===== src/rtl/ismz_pkg.sv =====
// Shared constants and carrier types of the status/mask zero block
package ismz_pkg;

    // Register map; status read and mask write share one address
    localparam int          ISMZ_ADDR_W      = 3;
    localparam logic [2:0]  ISMZ_OFF_STATUS  = 3'h0;
    localparam logic [2:0]  ISMZ_OFF_CLEAR   = 3'h1;

    // Bit positions of status and mask
    localparam int          ISMZ_B_NBA       = 7;
    localparam int          ISMZ_B_GIE       = 7;
    localparam int          ISMZ_B_SBO       = 6;
    localparam int          ISMZ_B_NL        = 5;
    localparam int          ISMZ_B_EOS       = 4;
    localparam int          ISMZ_B_IFC       = 3;
    localparam int          ISMZ_B_ATN       = 2;
    localparam int          ISMZ_B_SYNC      = 0;

    // Reset values and field masks
    localparam logic [7:0]  ISMZ_MASK_RST    = 8'h80;
    localparam logic [7:0]  ISMZ_MASK_WR     = 8'hed;
    localparam logic [7:0]  ISMZ_IRQ_BITS    = 8'h4d;
    localparam logic [7:0]  ISMZ_ZERO        = 8'h00;
    localparam logic [6:0]  ISMZ_NL_CHAR     = 7'h0a;
    localparam logic        ISMZ_IFC_IDLE    = 1'b1;

    // Register port request
    typedef struct packed {
        logic [ISMZ_ADDR_W-1:0] addr;
        logic [7:0]             wdata;
        logic                   wr;
        logic                   rd;
    } ismz_bus_type;

    // Messages and events from the surrounding interface logic
    typedef struct packed {
        logic cmd_out_wr;
        logic nbaf;
        logic ntnl;
        logic sids;
        logic strs;
        logic spas;
        logic poll_mode_wr;
        logic lacs;
        logic acds;
        logic reos;
        logic clr_interface_clear_event;
        logic atn_evt;
        logic sync_evt;
        logic rd_clr_inhibit;
    } ismz_evt_type;

endpackage : ismz_pkg


===== src/rtl/ismz_sync.sv =====
// Three-stage pin synchroniser with agreement filter
`timescale 1ns/1ps
module ismz_sync #(
    parameter logic RST_VAL = 1'b1
) (
    input  wire logic sys_clk,
    input  wire logic rstn,
    input  wire logic pin,
    output logic      lvl
);
    logic s1_r;
    logic s2_r;
    logic s3_r;
    logic lvl_r;

    // First stage feeds only the second
    always_ff @(posedge sys_clk or negedge rstn) begin
        if (!rstn) begin
            s1_r  <= RST_VAL;
            s2_r  <= RST_VAL;
            s3_r  <= RST_VAL;
            lvl_r <= RST_VAL;
        end else begin
            s1_r  <= pin;
            s2_r  <= s1_r;
            s3_r  <= s2_r;
            lvl_r <= (s2_r == s3_r) ? s3_r : lvl_r;
        end
    end

    assign lvl = lvl_r;

endmodule : ismz_sync


===== src/rtl/ismz_flag.sv =====
// One status bit with set priority and read hold-off
`timescale 1ns/1ps
module ismz_flag (
    input  wire logic sys_clk,
    input  wire logic rstn,
    input  wire logic set,
    input  wire logic clr,
    input  wire logic hold,
    output logic      q
);
    logic q_r;
    logic pend_r;
    wire  req   = set | pend_r;
    wire  apply = req & ~hold;
    wire  q_nxt = apply ? 1'b1 : (clr ? 1'b0 : q_r);

    // Set parks while held so a read never sees a half-set bit
    always_ff @(posedge sys_clk or negedge rstn) begin
        if (!rstn) begin
            q_r    <= 1'b0;
            pend_r <= 1'b0;
        end else begin
            q_r    <= q_nxt;
            pend_r <= req & hold;
        end
    end

    assign q = q_r;

endmodule : ismz_flag


===== src/rtl/ismz_top.sv =====
// Interrupt status zero and mask zero with interrupt output
`timescale 1ns/1ps
module ismz_top (
    input  wire logic                   sys_clk,
    input  wire logic                   rstn,
    input  wire ismz_pkg::ismz_bus_type bus,
    input  wire ismz_pkg::ismz_evt_type evt,
    input  wire logic [7:0]             dio_byte,
    input  wire logic [7:0]             eos_char,
    input  wire logic                   ifc_pin_n,
    output logic [7:0]                  rd_data,
    output logic                        irq_n,
    output logic                        nba_msg,
    output logic                        end_accept
);

    // Address match, shared by read and write decode
    function automatic logic addr_hit(
        input logic [ismz_pkg::ISMZ_ADDR_W-1:0] a,
        input logic [ismz_pkg::ISMZ_ADDR_W-1:0] off
    );
        addr_hit = (a == off);
    endfunction : addr_hit

    logic [7:0] mask_r;
    logic [7:0] rd_data_r;
    logic       irq_n_r;
    logic       end_accept_r;
    logic       spas_d_r;
    logic       ifc_d_r;
    logic [7:0] isr;
    logic [7:0] set_v;
    logic [7:0] clr_v;
    logic       ifc_lvl_n;

    // Bus decode
    wire hit_status = addr_hit(bus.addr, ismz_pkg::ISMZ_OFF_STATUS);
    wire hit_clear  = addr_hit(bus.addr, ismz_pkg::ISMZ_OFF_CLEAR);
    wire rd_status  = bus.rd & hit_status;
    wire wr_mask    = bus.wr & hit_status;
    wire wr_clear   = bus.wr & hit_clear;
    wire rd_clr     = rd_status & ~evt.rd_clr_inhibit;
    wire [7:0] w1c  = wr_clear ? (bus.wdata & ismz_pkg::ISMZ_IRQ_BITS)
                               : ismz_pkg::ISMZ_ZERO;

    // Mask fields
    wire gie      = mask_r[ismz_pkg::ISMZ_B_GIE];
    wire sbo_en   = mask_r[ismz_pkg::ISMZ_B_SBO];
    wire nl_en    = mask_r[ismz_pkg::ISMZ_B_NL];

    // Acceptor side terms
    wire acc      = evt.lacs & evt.acds;
    wire nl_byte  = (dio_byte[6:0] == ismz_pkg::ISMZ_NL_CHAR);
    wire eos_cmp  = evt.reos & (dio_byte == eos_char);
    wire eos_hit  = acc & (eos_cmp | (nl_en & nl_byte));
    wire spas_up  = evt.spas & ~spas_d_r;
    wire ifc_rise = ~ifc_lvl_n & ifc_d_r;

    // IFC arrives from the bus pin, so it is synchronised
    ismz_sync #(
        .RST_VAL (ismz_pkg::ISMZ_IFC_IDLE)
    ) u_ifc_sync (
        .sys_clk (sys_clk),
        .rstn    (rstn),
        .pin     (ifc_pin_n),
        .lvl     (ifc_lvl_n)
    );

    // Set terms per status bit
    assign set_v[ismz_pkg::ISMZ_B_NBA]  = evt.cmd_out_wr;
    assign set_v[ismz_pkg::ISMZ_B_SBO]  = sbo_en & spas_up;
    assign set_v[ismz_pkg::ISMZ_B_NL]   = acc & nl_byte;
    assign set_v[ismz_pkg::ISMZ_B_EOS]  = eos_hit;
    assign set_v[ismz_pkg::ISMZ_B_IFC]  = ifc_rise;
    assign set_v[ismz_pkg::ISMZ_B_ATN]  = evt.atn_evt;
    assign set_v[1]                     = 1'b0;
    assign set_v[ismz_pkg::ISMZ_B_SYNC] = evt.sync_evt;

    // Clear terms; a set in the same cycle wins unless a status read holds it off
    assign clr_v[ismz_pkg::ISMZ_B_NBA]  = evt.nbaf
                                        | (evt.ntnl & evt.sids)
                                        | evt.strs;
    assign clr_v[ismz_pkg::ISMZ_B_SBO]  = evt.poll_mode_wr | ~evt.spas
                                        | w1c[ismz_pkg::ISMZ_B_SBO];
    assign clr_v[ismz_pkg::ISMZ_B_NL]   = acc & ~nl_byte;
    assign clr_v[ismz_pkg::ISMZ_B_EOS]  = (acc & ~eos_hit)
                                        | (~evt.reos & ~nl_en);
    assign clr_v[ismz_pkg::ISMZ_B_IFC]  = rd_clr | evt.clr_interface_clear_event
                                        | w1c[ismz_pkg::ISMZ_B_IFC];
    assign clr_v[ismz_pkg::ISMZ_B_ATN]  = rd_clr
                                        | w1c[ismz_pkg::ISMZ_B_ATN];
    assign clr_v[1]                     = 1'b0;
    assign clr_v[ismz_pkg::ISMZ_B_SYNC] = w1c[ismz_pkg::ISMZ_B_SYNC];

    // Status looks at the mask only through the SBO and NL enables; reads hold off sets
    genvar gi;
    generate
        for (gi = 0; gi < 8; gi++) begin : g_flag
            ismz_flag u_flag (
                .sys_clk (sys_clk),
                .rstn    (rstn),
                .set     (set_v[gi]),
                .clr     (clr_v[gi]),
                .hold    (rd_status),
                .q       (isr[gi])
            );
        end
    endgenerate

    // Interrupt request and read data next values
    wire [7:0] irq_src  = isr & mask_r & ismz_pkg::ISMZ_IRQ_BITS;
    wire       irq_act  = gie & (|irq_src);
    wire       irq_nxt  = ~irq_act;
    wire [7:0] rd_nxt   = rd_status ? isr : ismz_pkg::ISMZ_ZERO;
    wire [7:0] mask_nxt = wr_mask ? (bus.wdata & ismz_pkg::ISMZ_MASK_WR)
                                  : mask_r;

    // Mask cannot be read back, so software must write it whole
    always_ff @(posedge sys_clk or negedge rstn) begin
        if (!rstn) begin
            mask_r <= ismz_pkg::ISMZ_MASK_RST;
        end else begin
            mask_r <= mask_nxt;
        end
    end

    // Read data stands for exactly one cycle after the strobe
    always_ff @(posedge sys_clk or negedge rstn) begin
        if (!rstn) begin
            rd_data_r <= ismz_pkg::ISMZ_ZERO;
        end else begin
            rd_data_r <= rd_nxt;
        end
    end

    // Registered so the pin never glitches on decode
    always_ff @(posedge sys_clk or negedge rstn) begin
        if (!rstn) begin
            irq_n_r      <= 1'b1;
            end_accept_r <= 1'b0;
        end else begin
            irq_n_r      <= irq_nxt;
            end_accept_r <= eos_hit;
        end
    end

    // Edge history for poll and IFC detection
    always_ff @(posedge sys_clk or negedge rstn) begin
        if (!rstn) begin
            spas_d_r <= 1'b0;
            ifc_d_r  <= ismz_pkg::ISMZ_IFC_IDLE;
        end else begin
            spas_d_r <= evt.spas;
            ifc_d_r  <= ifc_lvl_n;
        end
    end

    assign rd_data    = rd_data_r;
    assign irq_n      = irq_n_r;
    assign nba_msg    = isr[ismz_pkg::ISMZ_B_NBA];
    assign end_accept = end_accept_r;
endmodule : ismz_top


===== config.mk =====
export PLATFORM = sky130hd
export DESIGN_NAME = ismz_top
export DESIGN_NICKNAME = d
export VERILOG_FILES = /design/src/rtl/ismz_pkg.sv /design/src/rtl/ismz_sync.sv /design/src/rtl/ismz_flag.sv /design/src/rtl/ismz_top.sv
export SDC_FILE = /design/constraint.sdc
export NUM_CORES = 1
export LEC_CHECK = 0
export BUFFER_PORTS_ARGS = -buffer_cell sky130_fd_sc_hd__buf_2
export CORE_MARGIN = 3
export CORE_UTILIZATION = 48
export DETAILED_ROUTE_END_ITERATION = 7
export PLACE_DENSITY_LB_ADDON = 0.3
export SLEW_MARGIN = 10
export SYNTH_ARGS = -nofsm -noshare
export SYNTH_HDL_FRONTEND = slang
export SYNTH_SLANG_ARGS = --single-unit

===== constraint.sdc =====
create_clock -name sys_clk -period 1.4 [get_ports sys_clk]
set_clock_uncertainty 0.05 [all_clocks]
set_input_delay 0.42 -clock sys_clk [delete_from_list [all_inputs] [get_ports sys_clk]]
set_output_delay 0.42 -clock sys_clk [all_outputs]
set_load 0.005 [all_outputs]

==> results of run 1 <==
==> power groups by stage <==
stage | clock (uW) | sequential, uW | combinational, uW
floorplan | 0 | 1240 | 124
global placement | 0 | 1250 | 274
detailed placement | 0 | 1250 | 288
CTS | 544 | 1230 | 292
global route | 609 | 1240 | 323
finish | 525 | 1230 | 290
==> flip-flops by register name, summed over array words and instances, names as in the netlist <==
signal / cells
u_ifc_sync.s3_r: 1
ifc_d_r: 1
spas_d_r: 1
u_ifc_sync.s1_r: 1
g_flag.u_flag.pend_r: 8
irq_n: 1
u_ifc_sync.s2_r: 1
end_accept: 1
g_flag.u_flag.q: 8
mask_r: 6
u_ifc_sync.lvl: 1
rd_data: 8
==> per-layer routing <==
layer	routed length, microns	global-route usage (%)	up-vias
li1	-	-	586
met1	1230	19.5	568
met2	1810	32.0	40
met3	182	6.29	5
met4	38	8.82	0
met5	0	0	-
==> area by class of cell <==
class / instances / area [sq um] / share of cell area, %
Clock buffer: 8 / 48.8 / 2.37
Multi-Input combinational cell: 82 / 583 / 28.3
Tap cell: 44 / 55.1 / 2.67
Sequential cell: 38 / 960 / 46.5
Timing Repair Buffer: 70 / 405 / 19.6
Inverter: 3 / 11.3 / 0.546
==> layout by cell type, fill, tap and decap left out, drive strengths merged, types with 3 or more instances in the layout <==
| cell type | count |
|---|---|
| nand2 | 9 |
| dfrtp | 31 |
| inv | 3 |
| buf | 69 |
| xor2 | 7 |
| clkbuf | 8 |
| mux2 | 5 |
| dfstp | 7 |
| and2 | 10 |
| o21ai | 8 |
| nor2 | 12 |
| a21oi | 3 |
| a31oi | 4 |
==> repair_timing <==
action	in CTS	in global routing
setup endpoints to repair	1	2
hold buffers	1	0
buffers inserted	0	1
hold endpoints to repair	8	0
==> worst min path at each step <==
| stage | endpoint | slack (ns) | depth (start not counted) |
|---|---|---|---|
| 2_1_floorplan | end_accept | 0.07 | 0 |
| 3_3_place_gp | rd_data[1] | 0.29 | 1 |
| 3_5_place_dp | rd_data[1] | 0.29 | 1 |
| 4_1_cts | u_ifc_sync.s1_r | 0.13 | 1 |
| 5_1_grt | u_ifc_sync.s1_r | 0.10 | 1 |
| 6_report | u_ifc_sync.s1_r | 0.14 | 1 |
==> stage by stage <==
step | instances | hold WS [ns] | power, uW
6_report | 245 | 0.138 | 2040
4_1_cts | 244 | 0.125 | 2070
3_5_place_dp | 235 | 0.289 | 1540
3_3_place_gp | 235 | 0.289 | 1520
2_1_floorplan | 125 | 0.0744 | 1370
5_1_grt | 245 | 0.103 | 2170
==> cell families after synthesis <==
kind of cell	Yosys count	synth area share (%)
muxes	5	3.63
DFF	38	61.9
buffers and inverters	5	1.69
AOI/OAI and AO/OA	23	9.36
adders and majority gates	1	0.645
and+or+nand+nor	45	18.3
xor gates and xnor gates	8	4.52
==> metrics.txt, run 1 <==
outcome=complete, but fails checks; failing checks=negative setup slack; CP bufs+invs=1; element type at the critical path start=flop; Worst-Margin Slew=approximately 0.40 ns; DP Wirelength=around 2600 microns; Max Cap Viol=0; via count=between 1000 and 1500; Worst-Skew Late Latency=around 0.33 ns; Clock Path Buffers=2; sequential element share of the synthesized area=between 60% and 70%; Combinational Power Share=between 10 and 15%; crit path DAT=0.96 ns; RSZ-0062 raised after global routing=true; HP Class=input pin to flop; Sw Ratio=between 20% and 30%; Iter 0 DRT Violations=44; Placed Area=~0.0020 sq mm; Filler Cell Count=251; Die Wd=between 60 and 70 microns; final worst-path setup slack=-0.0288 ns; Hold Crit Start=ifc_pin_n; Mapped Area=roughly 0.0016 sq mm; max-slew violations=0; net switching power=497 uW; Crit Reg-Reg Endpoint=g_flag[3].u_flag.q; total negative setup slack=-0.0288 ns; Nets=approximately 250; Worst path max stage delay=0.53 ns; area of the core=0.00308 sq mm; first-pass GRT wire length=5460 microns; Setup crit end=irq_n; DRC=0; Final min period=approximately 1.4 ns; htree depth=2; Worst Setup SP=irq_n; layout cells sized above 1=a little under half; IO Count=57; Critical Path RT=0.93 ns; synth unique cells=36; syn_nets=around 170; CTS tree=done; initial core utilization=between 50 and 60%; R2R Setup Slk=around 0.27 ns; area leader, netlist=dfrtp_1; Vias/cell=between 4 and 5; largest fanout on the critical path=1; Ys Warns=0; Mapped Cells=approximately 130; GR Util All Layers=roughly 18%; final setup vio count=1; number of port buffers=54; Slew headroom=~73%; Synth Flop Type=dfrtp_1; CTS resizes=0; clk sinks=38; Worst-path clk slew=0.10 ns; Die Span Y=62.9 microns; Mapped Avg Cell Area=~12 sq um; vias in the first global route=~1200; initial antenna violation count=0; # diodes=0; largest net degree at the start of global routing=17; Area contributors post-synth=dfrtp_1, dfstp_2, and2_1, xor2_1, mux2_2; delay-heaviest family, CP=flip-flops; routed length per instance=about 13 microns; sequential share of power=between 60% and 70%; grt ovf=0; top-count cell post-synth=dfrtp_1; slowest CP cell=dfstp_2; Routability Congestion=roughly 0.76; fin util=around two thirds; final worst-path cycle share=102%; fmax=0.700 GHz; wirelength, routed=between 3000 and 4000 microns; critical path class=flop to output port; post-route cell area=around 0.0021 sq mm; Die Area=0.00395 sq mm; Core Rows=20; Post-synth EDFFs=0; CTS root buf=clkbuf_4; final antenna-violating net count=0; Worst Reg2Reg Path Length in Cells=3; CP Capture Type=output port; Num CTS Buffers=5; worst-path cell chain=buf_2; Area Overhead vs Synth=33.0%; ys async rst share=100%; post-synth top area share=between 50% and 60%; critical path depth in cells=1; Fin. Hold Viols=0; Leak Pwr=between 0.001 and 0.0015 uW; Power per Cell Area=between 900 and 1000 mW/mm^2; Pint=approximately 1500 uW; First-pass DRT Iterations=4; Clk network pwr share=between 20% and 30%; pre-CTS setup slack=-0.260 ns; Worst R2R Start=ifc_d_r; FF+latch count, synth=38; VDD IR-drop max=a little under 400 uV; top post-synthesis cells by count=dfrtp_1, nor2_1, and2_1
Power figures use the tool's default switching activity.
==> run 2: changes to the inputs <==
- CORE_ASPECT_RATIO: not set -> 0.7
==> run 2 against run 1 <==
Against the previous run: the flow now finishes without violations; first-iteration DRC count rose by 59%; sequential share of layout area fell by 0.34 points; clock power rose by 42%; total power rose by 11%; via count rose by 0.67%; combinational power barely moved; critical endpoint unchanged; die area rose by 0.26%; wire length rose by 2.2%; global-route usage rose by 0.39 points; count of clock-buffer cells in the layout fell by 1; hold slack got worse by 0.10 ns.
==> metrics.txt, run 2 (same netlist as run 1, synthesis figures left out) <==
number of port buffers=54; area of the core=between 0.002 and 0.003 sq mm; Leak Pwr=0.00104 uW; Die Span Y=roughly 54 microns; largest net degree at the start of global routing=39; Worst-Skew Late Latency=0.29 ns; Routability Congestion=0.769; Die Wd=74.0 microns; element type at the critical path start=flop; Worst Reg2Reg Path Length in Cells=3; Filler Cell Count=216; Worst-path clk slew=0.07 ns; fin util=between 70% and 80%; First-pass DRT Iterations=4; Worst path max stage delay=approximately 0.51 ns; Power per Cell Area=1090 mW/mm^2; vias in the first global route=between 1000 and 1500; largest fanout on the critical path=1; Nets=about 240; CP bufs+invs=1; Seq. cell area=960 sq um; initial core utilization=between 50% and 60%; Worst R2R Start=ifc_d_r; final setup vio count=0; Core Rows=16; Placed Area=0.00198 sq mm; commonest non-fill, non-tap cell in the layout=buf_2; worst-path cell chain=buf_2; GR Util All Layers=18.6%; DRC=0; outcome=finished clean; via count=around 1200; CP Capture Type=output port; grt ovf=0; wirelength, routed=roughly 3300 microns; CTS tree=done; delay-heaviest family, CP=flip-flops; crit path DAT=0.90 ns; Clock Path Buffers=2; Vias/cell=5.18; first-pass GRT wire length=5350 microns; post-route cell area=slightly above 0.002 sq mm; DP Wirelength=2580 microns; Area Overhead vs Synth=34.0%; pre-CTS setup slack=-0.251 ns; routed length per instance=14.3 microns; HP Class=input pin to async pin; Final min period=between 1 and 1.5 ns; final worst-path cycle share=97.9%; layout cells sized above 1=just under 50%; fmax=~0.73 GHz; htree depth=2; IO Count=57; max-slew violations=0; Iter 0 DRT Violations=70; Critical Path RT=just over 0.9 ns; RSZ-0062 raised after global routing=false; area of the multi-input gates=between 500 and 600 sq um; Crit Reg-Reg Endpoint=g_flag[3].u_flag.q; final worst-path setup slack=0.0295 ns; clk sinks=38; Worst-Margin Slew=~0.32 ns; total negative setup slack=0 ns; Die Area=0.00396 sq mm; commonest cells after routing, fill and taps aside=buf_2, dfrtp_1, and2_1, nor2_1, buf_4; VDD IR-drop max=roughly 770 uV; R2R Setup Slk=0.28 ns; initial antenna violation count=0; # diodes=0; Max Cap Viol=0; Overall Power=2270 uW; slowest CP cell=dfstp_2; hold buffers post-CTS=0; critical path class=flop to output port; Num CTS Buffers=5; Fin. Hold Viols=0; final antenna-violating net count=0; Slew headroom=roughly four fifths; CTS root buf=clkbuf_8
==> run 2: changes by cell type in the layout (fill, tap and decap cells not counted) <==
cell and change:
clkbuf_4 -5, dlygate4sd3_1 -1, clkbuf_1 -2, buf_12 +1, buf_4 -4, clkinv_2 +1
nor2_1 -1, nor2_2 +1, clkbuf_8 +6
==> run 2: worst max path at each step <==
| stage | startpoint | to | slack [ns] | cells after the start |
|---|---|---|---|---|
| CTS | irq_n | irq_n | 0.02 | 1 |
| floorplan | bus[11] | g_flag[4].u_flag.q | -0.09 | 4 |
| finish | irq_n | irq_n | 0.03 | 1 |
| global placement | bus[11] | g_flag[2].u_flag.q | -0.23 | 5 |
| detailed placement | bus[11] | g_flag[2].u_flag.q | -0.25 | 5 |
| global route | irq_n | irq_n | 0.0005 | 1 |
==> run 2: repair_timing <==
action                     in CTS  in global routing
buffers inserted                0                  0
resized for setup               0                  1
setup endpoints to repair       0                  1
==> run 2: power by group <==
part           internal (uW)  total (uW)  switching [uW]
Combinational            155         287             132
Sequential              1190        1230            41.0
Clock                    396         748             351
Total                   1740        2270             525
==> run 2: routing by layer <==
metal | vias to the layer above | share of wire, % | global-route usage (%)
li1 | 573 | - | -
met1 | 582 | 42 | 22.1
met2 | 45 | 48 | 29.9
met3 | 7 | 7.3 | 6.72
met4 | 0 | 1.8 | 10.2
met5 | - | 0 | 0
==> run 2: through the flow <==
step / instances / hold WS (ns)
4_1_cts: 233 / 0.0360
2_1_floorplan: 125 / 0.0744
5_1_grt: 233 / 0.0499
6_report: 233 / 0.0349
3_5_place_dp: 225 / 0.302
3_3_place_gp: 225 / 0.301
==> run 2: layout make-up <==
class,count,share of cell area (%)
clock buffers,7,4.15
multi-input cells,82,28.2
clock inverters,1,0.241
flip-flops and latches,38,46.2
repair buffers,66,18.5
well taps,36,2.17
inverters,3,0.542
==> run 3: changes to the inputs <==
- ABC_AREA: not set -> 1
- CORE_UTILIZATION: 48 -> 49
- CTS_CLUSTER_DIAMETER: not set -> 200
==> run 3 against run 2 <==
Against the previous run: worst setup slack better by 0.0067 ns; largest power group unchanged; largest cell class unchanged; final cell count is 22% higher; flip-flop and latch count stayed put.
==> metrics.txt, run 3 <==
Worst path max stage delay=0.53 ns; commonest non-fill, non-tap cell in the layout=buf_2; Pint=roughly 1900 uW; worst-path cell chain=buf_6; clk sinks=38; IO Count=57; outcome=finished clean; initial core utilization=54.5%; htree depth=2; FF+latch count, synth=38; Seq. cell area=around 960 sq um; largest net degree at the start of global routing=18; Mapped Avg Cell Area=roughly 8.9 sq um; Clk network pwr share=between 30% and 40%; final antenna-violating net count=0; number of setup buffers added after CTS=0; area of the multi-input gates=between 500 and 600 sq um; fin util=70.6%; Filler Cell Count=about 240; Num CTS Buffers=5; DP Wirelength=2670 microns; delay-heaviest family, CP=flip-flops; via count=between 1000 and 1500; Nets=approximately 300; critical path class=flop to output port; DRC=0; fmax=~0.73 GHz; CTS root buf=clkbuf_8; metal2 WL=1520 microns; Worst-Skew Late Latency=0.28 ns; CP Capture Type=output port; final worst-path cycle share=97.4%; number of port buffers=54; Mapped Area=~0.0016 sq mm; Worst-Margin Slew=between 0.3 and 0.4 ns; Die Wd=74.9 microns; Mapped Cells=between 150 and 200; Ys Warns=0; vias in the first global route=1218; area leader, netlist=dfrtp_1; element type at the critical path start=flop; largest fanout on the critical path=1; Max Cap Viol=0; Slew headroom=about four fifths; synth unique cells=24; Final min period=about 1.4 ns; HP Class=input pin to flop; Leak Pwr=~0.0012 uW; net switching power=540 uW; Critical Path RT=roughly 0.93 ns; Fin. Hold Viols=0; Routability Congestion=approximately 0.8; initial antenna violation count=0; sequential element share of the synthesized area=between 50% and 60%; Vias/cell=4.73; Combinational Power Share=between 10% and 20%; slowest CP cell=dfstp_2; sequential share of power=roughly half; grt ovf=0; routed length per instance=approximately 12 microns; top-count cell post-synth=nand2_1; VDD IR-drop max=around 830 uV; total negative setup slack=0 ns; WHS=roughly 0.18 ns; Iter 0 DRT Violations=91; Area Overhead vs Synth=29.5%; RSZ-0062 raised after global routing=false; Overall Power=2390 uW; post-synth top area share=between 40% and 50%; first-pass GRT wire length=5290 microns; Area contributors post-synth=dfrtp_1, dfstp_2, nand2_1, inv_1, nor2_1; Worst-path clk slew=approximately 0.07 ns; CP bufs+invs=1; CTS tree=done; Core Rows=16; First-pass DRT Iterations=4; # diodes=0; final setup vio count=0; wire length on met3=185 microns; commonest cells after routing, fill and taps aside=buf_2, nand2_1, inv_1; Power per Cell Area=1140 mW/mm^2; GR Util All Layers=around 18%; Post-synth EDFFs=0; Clock Path Buffers=2; top post-synthesis cells by count=nand2_1, inv_1, dfrtp_1; Synth Flop Type=dfrtp_1; final worst-path setup slack=0.0362 ns; Post-Route M1 WL=1570 microns; syn_nets=about 230; wirelength, routed=around 3300 microns; pre-CTS setup slack=-0.0229 ns; Die Area=between 0.004 and 0.005 sq mm; Die Span Y=about 54 microns; area of the core=0.00298 sq mm; layout cells sized above 1=between 30 and 40%; max-slew violations=0; ys async rst share=between 90% and 100%; highest routed layer=met4; Sw Ratio=22.6%; crit path DAT=between 0.8 and 0.9 ns
run 3: through the flow:
step | instances | cell area, sq um
after floorplan | 182 | 1630
after global placement | 276 | 1980
after detailed placement | 276 | 1980
after CTS | 285 | 2100
after global routing | 285 | 2110
final | 285 | 2110
run 3: worst reg2reg max path, stage by stage (launching register included):
cell     delay, ns
dfstp_2       0.54
inv_1         0.04
a21oi_1       0.15
inv_1         0.06
nand2_1       0.05
o41ai_1       0.06
run 3: timing repair:
action / in CTS / in global routing
endpoints found under the hold margin: 9 / 0
resized for setup: 0 / 1
setup endpoints to repair: 0 / 1
hold buffers: 1 / 0
run 3: path summary, 6_finish.rpt:
| check | from | to | slack [ns] | cells past startpoint |
|---|---|---|---|---|
| max | irq_n | irq_n | 0.04 | 1 |
| max in group asynchronous | rstn | u_ifc_sync.lvl | 0.33 | 3 |
| min | ifc_pin_n | u_ifc_sync.s1_r | 0.18 | 1 |
| max reg2reg | u_ifc_sync.lvl | g_flag[3].u_flag.q | 0.35 | 5 |
| min reg2reg | u_ifc_sync.s1_r | u_ifc_sync.s2_r | 0.31 | 0 |
| min in group asynchronous | rstn | rd_data[0] | 0.50 | 2 |
run 3: routing by layer:
| metal | global-route usage (%) | up-vias |
|---|---|---|
| li1 | - | 689 |
| met1 | 24.3 | 622 |
| met2 | 27.2 | 33 |
| met3 | 5.97 | 5 |
| met4 | 7.10 | 0 |
| met5 | 0 | - |
run 3: layout make-up:
class | count | area share [%]
clock buffer | 7 | 3.62
clock inverter | 1 | 1.43
inverter | 37 | 6.60
multi-input combinational | 105 | 24.3
sequential | 38 | 45.6
tap | 36 | 2.14
timing repair buffer | 61 | 16.3
run 3: logic make-up (layout without fill, tap and decap cells):
logic type | Yosys count | after routing | synth area share [%]
adders and majority gates | 1 | 1 | 0.615
muxes | 2 | 2 | 1.38
AOI/OAI and AO/OA | 24 | 24 | 8.69
DFF | 38 | 38 | 59.0
buffers and inverters | 39 | 106 | 9.54
and+or+nand+nor | 78 | 78 | 20.8
run 3: power by group through the flow:
stage                     Clock [uW]  Combinational, uW  Sequential (uW)
after global routing             955                315             1240
after CTS                        907                268             1230
after global placement             0                254             1240
final                            893                273             1230
after detailed placement           0                264             1250
after floorplan                    0                122             1240
